$ cat config.mk
export PLATFORM = sky130hd
export DESIGN_NAME = esfp_packer
export DESIGN_NICKNAME = d
export VERILOG_FILES = /design/src/rtl/esfp_pkg.sv /design/src/rtl/esfp_field_ins.sv /design/src/rtl/esfp_char_pack.sv /design/src/rtl/esfp_packer.sv
export SDC_FILE = /design/constraint.sdc
export NUM_CORES = 1
export LEC_CHECK = 0
export ABC_AREA = 1
export BUFFER_PORTS_ARGS = -buffer_cell sky130_fd_sc_hd__buf_2
export CORE_AREA = 4 4 109 111
export CTS_CLUSTER_SIZE = 25
export DETAILED_ROUTE_END_ITERATION = 7
export DIE_AREA = 0 0 113 115
export PLACE_DENSITY = 0.69
export RECOVER_POWER = 100
export SLEW_MARGIN = 10
export SYNTH_ARGS = -nofsm -noshare
export SYNTH_HDL_FRONTEND = slang
export SYNTH_SLANG_ARGS = --single-unit
export TNS_END_PERCENT = 1
$ cat constraint.sdc
create_clock -name clk_in -period 1.2 [get_ports clk_in]
set_input_delay 0.12 -clock clk_in [delete_from_list [all_inputs] [get_ports clk_in]]
set_output_delay 0.12 -clock clk_in [all_outputs]
set_load 0.005 [all_outputs]
$ cat src/rtl/esfp_pkg.sv
// esfp_pkg: constants and field carriers for the extended squitter field packer
// assumes bit 1 of a 56-bit payload is its most significant bit
package esfp_pkg;
  localparam int ME_W = 56;
  localparam int CAP_W = 3;
  localparam int CHAR_W = 6;
  localparam int NUM_CHARS = 8;
  // message kinds, gray coded
  typedef enum logic [1:0] {
    ESFP_MSG_AIR_POS = 2'h0,
    ESFP_MSG_SURF_POS = 2'h1,
    ESFP_MSG_IDENT = 2'h3,
    ESFP_MSG_VEL = 2'h2
  } esfp_msg_e;
  // surveillance status codes
  localparam logic [1:0] SURV_NONE = 2'h0;
  localparam logic [1:0] SURV_EMERG = 2'h1;
  localparam logic [1:0] SURV_MODEA_CHG = 2'h2;
  localparam logic [1:0] SURV_IDENT = 2'h3;
  // velocity subtype codes
  localparam logic [2:0] VEL_NORMAL = 3'h0;
  localparam logic [2:0] VEL_SUPERSONIC = 3'h1;
  // reset values
  localparam logic [CAP_W-1:0] CAP_RST = 3'h0;
  localparam logic [55:0] ME_RST = 56'h0;
  // field msb positions, 1-based from the payload msb
  localparam int POS_SURV = 6;
  localparam int POS_INTEG = 8;
  localparam int POS_ALT = 9;
  localparam int POS_TIME = 21;
  localparam int POS_CPRF = 22;
  localparam int POS_LAT = 23;
  localparam int POS_LON = 40;
  localparam int POS_MOVE = 6;
  localparam int POS_TRK_ST = 13;
  localparam int POS_TRK = 14;
  localparam int POS_CAT = 6;
  localparam int POS_CHARS = 9;
  localparam int POS_VSUB = 6;
  localparam int POS_INTENT = 9;
  localparam int POS_NACV = 11;
  localparam int POS_EW_DIR = 14;
  localparam int POS_EW = 15;
  localparam int POS_NS_DIR = 25;
  localparam int POS_NS = 26;
  localparam int POS_VR_SRC = 36;
  localparam int POS_VR_SGN = 37;
  localparam int POS_VR = 38;
  localparam int POS_BARO_SGN = 49;
  localparam int POS_BARO = 50;

  typedef struct packed {
    logic [1:0] surv_status;
    logic integ_supp;
    logic [11:0] altitude;
    logic time_coupled;
    logic cpr_odd;
    logic [16:0] lat;
    logic [16:0] lon;
  } esfp_air_pos_s;

  typedef struct packed {
    logic [6:0] movement;
    logic track_valid;
    logic [6:0] track;
    logic time_coupled;
    logic cpr_odd;
    logic [16:0] lat;
    logic [16:0] lon;
  } esfp_surf_pos_s;

  typedef struct packed {
    logic [2:0] category;
    logic [47:0] chars;
  } esfp_ident_s;

  typedef struct packed {
    logic supersonic;
    logic intent_valid;
    logic intent_change;
    logic [2:0] nacv;
    logic ew_dir;
    logic [9:0] ew_speed;
    logic ns_dir;
    logic [9:0] ns_speed;
    logic vr_source;
    logic vr_sign;
    logic [8:0] vr;
    logic baro_valid;
    logic baro_sign;
    logic [6:0] baro_diff;
  } esfp_vel_s;
endpackage

$ cat src/rtl/esfp_field_ins.sv
// esfp_field_ins: places one field into a 56-bit payload word
// assumes the field fits inside the word at its 1-based msb position
`timescale 1ns/10ps
module esfp_field_ins
  import esfp_pkg::*;
#(
  parameter int POS = 1,
  parameter int W = 1
) (
  input wire logic [ME_W-1:0] word_in,
  input wire logic [W-1:0] field_in,
  output logic [ME_W-1:0] word_out
);
  // payload bit n sits at vector index ME_W-n
  localparam int LSB = ME_W - POS - W + 1;
  always_comb begin
    word_out = word_in;
    word_out[LSB +: W] = field_in;
  end
endmodule

$ cat src/rtl/esfp_char_pack.sv
// esfp_char_pack: packs identification characters into 6-bit cells
// assumes characters arrive already encoded, first character in the top cell
`timescale 1ns/10ps
module esfp_char_pack
  import esfp_pkg::*;
#(
  parameter int N = NUM_CHARS
) (
  input wire logic [N*8-1:0] chars_in,
  output logic [N*CHAR_W-1:0] cells_out
);
  // only the low six bits of each byte carry the character code
  genvar i;
  for (i = 0; i < N; i++) begin : g_char
    assign cells_out[i*CHAR_W +: CHAR_W] = chars_in[i*8 +: CHAR_W];
  end
endmodule

$ cat src/rtl/esfp_packer.sv
// esfp_packer: builds capability code and ME payload of one extended squitter
// assumes sources hold their fields steady while load_in is high
`timescale 1ns/10ps
module esfp_packer
  import esfp_pkg::*;
(
  input wire logic clk_in,
  input wire logic reset_in,
  input wire logic load_in,
  input wire esfp_msg_e msg_kind_in,
  input wire logic [CAP_W-1:0] capability_in,
  input wire logic source_approved_in,
  input wire esfp_air_pos_s air_pos_in,
  input wire esfp_surf_pos_s surf_pos_in,
  input wire logic [2:0] ident_category_in,
  input wire logic [63:0] ident_chars_in,
  input wire esfp_vel_s vel_in,
  output logic frame_valid_out,
  output logic refused_out,
  output esfp_msg_e msg_kind_out,
  output logic [CAP_W-1:0] transponder_capability_code_out,
  output logic [ME_W-1:0] me_out
);
  logic [ME_W-1:0] a0;
  logic [ME_W-1:0] a1;
  logic [ME_W-1:0] a2;
  logic [ME_W-1:0] a3;
  logic [ME_W-1:0] a4;
  logic [ME_W-1:0] a5;
  logic [ME_W-1:0] a6;
  logic [ME_W-1:0] a7;
  logic [ME_W-1:0] s0;
  logic [ME_W-1:0] s1;
  logic [ME_W-1:0] s2;
  logic [ME_W-1:0] s3;
  logic [ME_W-1:0] s4;
  logic [ME_W-1:0] s5;
  logic [ME_W-1:0] s6;
  logic [ME_W-1:0] i0;
  logic [ME_W-1:0] i1;
  logic [ME_W-1:0] v0;
  logic [ME_W-1:0] v1;
  logic [ME_W-1:0] v2;
  logic [ME_W-1:0] v3;
  logic [ME_W-1:0] v4;
  logic [ME_W-1:0] v5;
  logic [ME_W-1:0] v6;
  logic [ME_W-1:0] v7;
  logic [ME_W-1:0] v8;
  logic [ME_W-1:0] v9;
  logic [ME_W-1:0] v10;
  logic [ME_W-1:0] v11;
  logic [ME_W-1:0] v12;
  logic [NUM_CHARS*CHAR_W-1:0] cells;
  logic [2:0] vel_subtype;
  logic intent_bit;
  logic [7:0] baro_field;
  logic [ME_W-1:0] next_me;

  // airborne position
  esfp_field_ins #(
    .POS(POS_SURV),
    .W(2)
  ) u_a0 (
    .word_in(ME_RST),
    .field_in(air_pos_in.surv_status),
    .word_out(a0)
  );
  esfp_field_ins #(
    .POS(POS_INTEG),
    .W(1)
  ) u_a1 (
    .word_in(a0),
    .field_in(air_pos_in.integ_supp),
    .word_out(a1)
  );
  esfp_field_ins #(
    .POS(POS_ALT),
    .W(12)
  ) u_a2 (
    .word_in(a1),
    .field_in(air_pos_in.altitude),
    .word_out(a2)
  );
  esfp_field_ins #(
    .POS(POS_TIME),
    .W(1)
  ) u_a3 (
    .word_in(a2),
    .field_in(air_pos_in.time_coupled),
    .word_out(a3)
  );
  esfp_field_ins #(
    .POS(POS_CPRF),
    .W(1)
  ) u_a4 (
    .word_in(a3),
    .field_in(air_pos_in.cpr_odd),
    .word_out(a4)
  );
  esfp_field_ins #(
    .POS(POS_LAT),
    .W(17)
  ) u_a5 (
    .word_in(a4),
    .field_in(air_pos_in.lat),
    .word_out(a5)
  );
  esfp_field_ins #(
    .POS(POS_LON),
    .W(17)
  ) u_a6 (
    .word_in(a5),
    .field_in(air_pos_in.lon),
    .word_out(a6)
  );
  assign a7 = a6;

  // surface position
  esfp_field_ins #(
    .POS(POS_MOVE),
    .W(7)
  ) u_s0 (
    .word_in(ME_RST),
    .field_in(surf_pos_in.movement),
    .word_out(s0)
  );
  esfp_field_ins #(
    .POS(POS_TRK_ST),
    .W(1)
  ) u_s1 (
    .word_in(s0),
    .field_in(surf_pos_in.track_valid),
    .word_out(s1)
  );
  esfp_field_ins #(
    .POS(POS_TRK),
    .W(7)
  ) u_s2 (
    .word_in(s1),
    .field_in(surf_pos_in.track),
    .word_out(s2)
  );
  esfp_field_ins #(
    .POS(POS_TIME),
    .W(1)
  ) u_s3 (
    .word_in(s2),
    .field_in(surf_pos_in.time_coupled),
    .word_out(s3)
  );
  esfp_field_ins #(
    .POS(POS_CPRF),
    .W(1)
  ) u_s4 (
    .word_in(s3),
    .field_in(surf_pos_in.cpr_odd),
    .word_out(s4)
  );
  esfp_field_ins #(
    .POS(POS_LAT),
    .W(17)
  ) u_s5 (
    .word_in(s4),
    .field_in(surf_pos_in.lat),
    .word_out(s5)
  );
  esfp_field_ins #(
    .POS(POS_LON),
    .W(17)
  ) u_s6 (
    .word_in(s5),
    .field_in(surf_pos_in.lon),
    .word_out(s6)
  );

  // identification and category
  esfp_char_pack #(
    .N(NUM_CHARS)
  ) u_chars (
    .chars_in(ident_chars_in),
    .cells_out(cells)
  );
  esfp_field_ins #(
    .POS(POS_CAT),
    .W(3)
  ) u_i0 (
    .word_in(ME_RST),
    .field_in(ident_category_in),
    .word_out(i0)
  );
  esfp_field_ins #(
    .POS(POS_CHARS),
    .W(NUM_CHARS*CHAR_W)
  ) u_i1 (
    .word_in(i0),
    .field_in(cells),
    .word_out(i1)
  );

  // velocity over ground
  assign vel_subtype = vel_in.supersonic ? VEL_SUPERSONIC : VEL_NORMAL;
  // optional flag only sent when its source vouches for it
  assign intent_bit = vel_in.intent_valid & vel_in.intent_change;
  // conditional field: zero when no difference is available
  assign baro_field = vel_in.baro_valid ? {vel_in.baro_sign, vel_in.baro_diff}
                                        : 8'h00;
  esfp_field_ins #(
    .POS(POS_VSUB),
    .W(3)
  ) u_v0 (
    .word_in(ME_RST),
    .field_in(vel_subtype),
    .word_out(v0)
  );
  esfp_field_ins #(
    .POS(POS_INTENT),
    .W(1)
  ) u_v1 (
    .word_in(v0),
    .field_in(intent_bit),
    .word_out(v1)
  );
  esfp_field_ins #(
    .POS(POS_NACV),
    .W(3)
  ) u_v2 (
    .word_in(v1),
    .field_in(vel_in.nacv),
    .word_out(v2)
  );
  esfp_field_ins #(
    .POS(POS_EW_DIR),
    .W(1)
  ) u_v3 (
    .word_in(v2),
    .field_in(vel_in.ew_dir),
    .word_out(v3)
  );
  esfp_field_ins #(
    .POS(POS_EW),
    .W(10)
  ) u_v4 (
    .word_in(v3),
    .field_in(vel_in.ew_speed),
    .word_out(v4)
  );
  esfp_field_ins #(
    .POS(POS_NS_DIR),
    .W(1)
  ) u_v5 (
    .word_in(v4),
    .field_in(vel_in.ns_dir),
    .word_out(v5)
  );
  esfp_field_ins #(
    .POS(POS_NS),
    .W(10)
  ) u_v6 (
    .word_in(v5),
    .field_in(vel_in.ns_speed),
    .word_out(v6)
  );
  esfp_field_ins #(
    .POS(POS_VR_SRC),
    .W(1)
  ) u_v7 (
    .word_in(v6),
    .field_in(vel_in.vr_source),
    .word_out(v7)
  );
  esfp_field_ins #(
    .POS(POS_VR_SGN),
    .W(1)
  ) u_v8 (
    .word_in(v7),
    .field_in(vel_in.vr_sign),
    .word_out(v8)
  );
  esfp_field_ins #(
    .POS(POS_VR),
    .W(9)
  ) u_v9 (
    .word_in(v8),
    .field_in(vel_in.vr),
    .word_out(v9)
  );
  esfp_field_ins #(
    .POS(POS_BARO_SGN),
    .W(8)
  ) u_v10 (
    .word_in(v9),
    .field_in(baro_field),
    .word_out(v10)
  );
  assign v11 = v10;
  assign v12 = v11;

  // bits not written above stay at the zero seed word
  always_comb begin
    case (msg_kind_in)
      ESFP_MSG_AIR_POS: next_me = a7;
      ESFP_MSG_SURF_POS: next_me = s6;
      ESFP_MSG_IDENT: next_me = i1;
      ESFP_MSG_VEL: next_me = v12;
      default: next_me = ME_RST;
    endcase
  end

  // unapproved data is never sent; a default payload would mislead receivers
  always_ff @(posedge clk_in) begin
    if (reset_in) begin
      frame_valid_out <= 1'b0;
      refused_out <= 1'b0;
    end else begin
      frame_valid_out <= load_in & source_approved_in;
      refused_out <= load_in & ~source_approved_in;
    end
  end

  always_ff @(posedge clk_in) begin
    if (reset_in) begin
      me_out <= ME_RST;
      msg_kind_out <= ESFP_MSG_AIR_POS;
      transponder_capability_code_out <= CAP_RST;
    end else if (load_in && source_approved_in) begin
      me_out <= next_me;
      msg_kind_out <= msg_kind_in;
      transponder_capability_code_out <= capability_in;
    end
  end
endmodule

==> Word-level counts from Yosys, hierarchy flattened <==
Index checks and enable logic that the tools add are counted.
W data, S select, Z words.
{ "totals": {"reg_bits": 63, "input_bits": 226, "output_inout_bits": 63, "word_cells": 17} }
{ "classes": {"eq_ne": 3, "n_mux": 3, "bitwise": 4, "n_reduce_logical": 2} }
{ "op_table": {"columns": ["cell", "n"], "rows": [
  ["$pmux W56 S4", 1],
  ["$mux W8", 1],
  ["$eq A2 B2 Y1 const B", 2],
  ["$and A1 B1 Y1", 3],
  ["$eq A2 B1 Y1 const B", 1],
  ["$logic_not A2 Y1", 1],
  ["$logic_and A1 B1 Y1", 1],
  ["$mux W1", 1],
  ["$not A1 Y1", 1]
]} }

==> Longest topological paths before layout <==
{ "logic_depth": {"ltp_word": 2, "depth_mapped": 9, "depth_no_buf": 7} }

==> By module <==
A second synthesis with hierarchy kept.
{ "hier_totals": {"hier_cells": 2229, "area_unflattened_um2": 15905.3} }
{ "by_module_without_submodules": {"columns": ["mod", "n_inst", "cells_each", "area_each_um2", "seq_area_each_um2"], "rows": [
  ["esfp_field_ins", 27, 56, 420.4, 0.0],
  ["esfp_packer", 1, 669, 4194.0, 1261.2],
  ["esfp_char_pack", 1, 48, 360.3, 0.0]
]} }

==> Worst setup path before layout <==
OpenSTA, ideal clock, no wires.
{ "synth_path": {"kind": "in2reg", "startpoint": "in msg_kind_in[0]", "endpoint": "reg me_out[41]", "setup_ns": 0.137, "arrival_time_ns": 0.831, "required_ns": 1.063, "path_slack_ns": 0.232, "cell_stages": 8, "n_path_buf": 3, "path_cell_list": "buf_6 inv_2 buf_6 buf_6 o21ai_0 nand3_1 nand2_1 a21oi_1"} }
{ "synth_between": {"elab_chain_cells": 2, "word_cells_on_any_way": 5, "classes_between": "3 x eq/ne; 1 x mux; 1 x reduce/logical"} }
{ "synth_lines": {"columns": ["element", "line", "source"], "rows": [
  ["start: declaration", "esfp_packer.sv:10", "input wire esfp_msg_e msg_kind_in,"],
  ["$eq A2 B2 Y1 (tied with other cells)", "esfp_packer.sv:301", "case (msg_kind_in)"],
  ["$pmux W56 S4 *", "esfp_packer.sv:301", null],
  ["end signal: assignment", "esfp_packer.sv:327", "me_out <= next_me;"],
  ["end: declaration", "esfp_packer.sv:22", "output logic [ME_W-1:0] me_out"]
]} }
Every way passes the cells marked *; elsewhere a longest branch is shown, timed or not. The select of a mux whose other input is x is not followed.
A chain may end at the register's enable or synchronous reset.

==> Final worst setup path <==
{ "layout_path": {"startpoint": "in source_approved_in", "endpoint": "reg refused_out"} }
{ "layout_between": {"elab_chain_cells": 2} }
{ "layout_lines": {"columns": ["element", "line", "source"], "rows": [
  ["start: declaration", "esfp_packer.sv:12", "input wire logic source_approved_in,"],
  ["$not A1 Y1", "esfp_packer.sv:317", "refused_out <= load_in & ~source_approved_in;"],
  ["$and A1 B1 Y1", "esfp_packer.sv:317", null],
  ["end signal: assignment", "esfp_packer.sv:317", null],
  ["end: declaration", "esfp_packer.sv:19", "output logic refused_out,"]
]} }
No other way between the ends.

==> flow_results.org <==
** Clocking
- For the worst-skew pair, the clock arrives at the later sink with an insertion delay of 0.32 ns.
- The cell sitting at the root of the clock tree is a sky130_fd_sc_hd__clkbuf_8.
- # Post-CTS Setup Buffers :: 0
- Counting every sink on the clock net gives 58.
- CTS buffer count :: 9
- TritonCTS built the clock tree.
- After clock tree synthesis, the clock-pin slew on the worst setup and hold paths is 0.08 ns.
- After clock tree synthesis, the repair step resized 0 gates.
- Number of buffers on the longest clock path :: 2
- Number of hold-repair buffers added at the cts stage :: 3
- The H-tree generated during clock tree synthesis spans 3 levels.

** Layout
- Relative to the synthesized area, the layout overhead comes to 45.5%.
- Fin area :: 0.00524 mm2
- Share of post-route cells with drive strength above 1 :: 30.2%
- Number of nets in the final layout :: 1,071
- At the end of the flow the core is filled with cells to 48.6%.
- After filler insertion, the fill cell instance count of the layout stands at 1,206.
- Total inserted antenna cells :: 0
- Once layout is complete, the cells apart from fillers number 990.

** Worst setup path
- Terminus of the critical flop-to-flop path :: me_out[27]
- Sort of element at the end of the critical path :: flop
- Kind of start point of the critical path :: input port
- At the worst endpoint, the required time is 1.48 ns.
- Along the worst path, the maximum fanout reaches 2.
- STA puts the critical path data arrival time at 1.42 ns.
- Setup slack, reg-to-reg :: 0.54 ns
- Measured in cells, the most critical reg-to-reg path has a length of 2.
- Worst reg2reg startpoint :: me_out[27]
- Critical path type :: input port to flop
- Timing endpoint of the critical path :: refused_out
- The most critical setup path has its startpoint at source_approved_in.

** Placed design
- Number of placed instances, taps included :: 971
- During placement, the flow inserted port buffers numbering 267.
- Detailed placement ended at an HPWL of 10.3 mm.
- Cell area after placement :: 0.00513 mm2
- Timing analysis after detailed placement gives a worst setup slack of 0.0610 ns.
- Routability congestion estimate :: 0.832

** Synth
- Among all flip-flop cells after synthesis, the most frequent one is sky130_fd_sc_hd__dfxtp_1.
- Mean area per synthesized cell :: 6.08 um2
- The commonest cells after synthesis are sky130_fd_sc_hd__nand2_1 (174), sky130_fd_sc_hd__a21oi_1 (82), sky130_fd_sc_hd__nand3_1 (77).
- Yosys top cell area share :: 32.2%
- Combined area of all synthesized cells :: 0.00360 mm2
- By instance count, the leading cell after synthesis is sky130_fd_sc_hd__nand2_1.
- Unique masters post-synth :: 23
- Count of flip-flops with a built-in enable after synthesis :: 0
- Leading area contributor after synthesis :: sky130_fd_sc_hd__dfxtp_1
- Share of synthesized registers carrying an async set or reset :: 0%
- Yosys printed 0 warnings.
- Synthesis handed over a netlist of 593 instances.
- Post-synthesis register bit count :: 58
- Sequential fraction of the synthesis area :: 32.2%
- By area the synthesized netlist is led by sky130_fd_sc_hd__dfxtp_1 (32%), sky130_fd_sc_hd__nand2_1 (18%), sky130_fd_sc_hd__a21oi_1 (11%).

** Floorplan
- Initial core utilization :: 33.4%
- Num rows :: 38
- The region available for standard cell placement spans 0.0108 mm2.
- In this run the vertical extent of the chip is 115 um.
- Die X :: 113 um
- I/O Pins :: 289
- Die area :: 0.0130 mm2

** Outcome
- Outcome :: finished, final reports clean

** STA
- The number of pins with negative max-slew slack in the final report is 0.
- Min Hold Slack :: 0.0369 ns
- Unrepaired setup endpoints after global routing :: no
- For the pin with the worst max-slew slack, the measured transition is 0.753 ns.
- Subtracting the final worst setup slack from the clock period gives 1.14 ns.
- The final count of hold timing violations came to 0.
- Setup violations remaining at the end of the flow were counted as 0.
- Maximum frequency from static timing analysis :: 0.877 GHz
- The clock arrives with 0 ns of skew.
- Fin crit share :: 95.1%
- Worst-case setup margin in the final layout :: 0.0594 ns
- Setup total negative slack on the finished layout was measured at 0 ns.
- Headroom to the max-slew limit came out at 49.8%.

** Global routing
- Summed over all layers, the global routing overflow is 0.
- The number of antenna violations at the first check in global routing is 0.
- In the global route stage, overall resource usage came out at 19.8%.
- The first global-routing pass estimated 20.8 mm of wire.
- Maximum number of pins on one net before global-route repair :: 50
- Number of global-route vias before repair :: 4,213

** Power and ir drop
- Leakage component of the power :: 2.63 nW
- Worst ir drop on vdd :: 0.000462 V
- Design internal power :: 3.37 mW
- Combinational logic is responsible for 24.8% of the overall power.
- The design draws 4.93 mW.
- Switching power :: 1.56 mW
- Switching share of power :: 31.6%
- P per Cell Area :: 940 mW/mm2
- The clock network accounts for 32.9% of the total power.
- Registers are responsible for 42.3% of the overall power.

** Detailed routing
- Initial DRC Count :: 218
- In the routed design, unresolved DRC markers number 0.
- In the routed layout, each cell is associated on average with a via count of 4.66.
- Detailed-route wire length per cell :: 13.8 um
- The detail route stage leaves a number of antenna-violating nets equal to 0.
- Summing over every cut layer, the via total after detailed routing is 4,615.
- The first detailed-routing pass took 4 iterations.
- Routed Wire Length :: 13.6 mm

** Worst hold path
- Hold Path Depth :: 3
- The worst hold path begins at capability_in[0].
- The worst hold path belongs to the class input port to flop.

** Job
- Count of maximum capacitance violations :: 0
==> worst max-delay path: stages <==
cell and delay (ns):
sky130_fd_sc_hd__buf_2 0.11, sky130_fd_sc_hd__dlygate4sd3_1 0.55, sky130_fd_sc_hd__nor2_1 0.09, sky130_fd_sc_hd__dlygate4sd3_1 0.55
==> registers in the layout, summed over array words and instances (netlist names) <==
name / count
transponder_capability_code_out: 3
me_out: 51
refused_out: 1
msg_kind_out: 2
frame_valid_out: 1
==> metal layers <==
layer | share of wire, % | track usage [%] | vias up
met5 | 0 | 0 | -
met1 | 41 | 24.7 | 2001
met2 | 50 | 34.2 | 186
met3 | 8.2 | 5.47 | 10
met4 | 0.91 | 4.49 | 0
li1 | - | - | 2418
==> power by group through the flow <==
stage	sequential [mW]	clock, mW	combinational (mW)
2_1_floorplan	2.14	0	0.607
3_5_place_dp	2.12	0	1.25
3_3_place_gp	2.12	0	1.25
5_1_grt	2.09	1.80	1.38
4_1_cts	2.08	1.70	1.27
6_report	2.08	1.62	1.22
==> logic make-up (layout without fill, tap and decap cells) <==
kind of cell | count (synthesis) | in the layout | share of synthesized area (%)
other | 1 | 5 | 0.104
AND/OR/NAND/NOR | 284 | 284 | 33.2
flip-flops | 58 | 58 | 32.2
AO/OA/AOI/OAI | 139 | 139 | 19.8
buffers and inverters | 111 | 364 | 14.7
==> worst min-delay path by stage <==
stage	end	slack, ns
floorplan	refused_out	0.19
global placement	refused_out	0.30
detailed placement	refused_out	0.31
CTS	transponder_capability_code_out[0]	0.01
global route	me_out[49]	0.03
finish	transponder_capability_code_out[0]	0.04
==> placed cells by master, fill, tap and decap left out, types with 2 or more instances in the layout <==
cell                            count
sky130_fd_sc_hd__nand4_1            7
sky130_fd_sc_hd__buf_2            214
sky130_fd_sc_hd__a21oi_1           82
sky130_fd_sc_hd__o21ai_0           48
sky130_fd_sc_hd__nand2_1          174
sky130_fd_sc_hd__clkbuf_1          52
sky130_fd_sc_hd__clkbuf_8           9
sky130_fd_sc_hd__conb_1             5
sky130_fd_sc_hd__inv_6              2
sky130_fd_sc_hd__dfxtp_1           58
sky130_fd_sc_hd__nand3_1           77
sky130_fd_sc_hd__inv_1             57
sky130_fd_sc_hd__a31oi_1            5
sky130_fd_sc_hd__buf_12            11
sky130_fd_sc_hd__a21oi_2            3
sky130_fd_sc_hd__clkinvlp_4         3
sky130_fd_sc_hd__buf_4              5
sky130_fd_sc_hd__nor2_4             2
sky130_fd_sc_hd__nor2_1            22
sky130_fd_sc_hd__dlygate4sd3_1      3
==> cell type report <==
class                           instances  area (um2)  share of cell area, %
Multi-Input combinational cell        428        1930                   36.8
Timing Repair Buffer                  288        1570                   29.9
Sequential cell                        58        1160                   22.1
Inverter                               60         228                   4.34
Tap cell                              140         175                   3.34
Clock buffer                            9         124                   2.36
Clock inverter                          7        53.8                   1.03
Note: power is estimated with default switching activity, not from simulation.
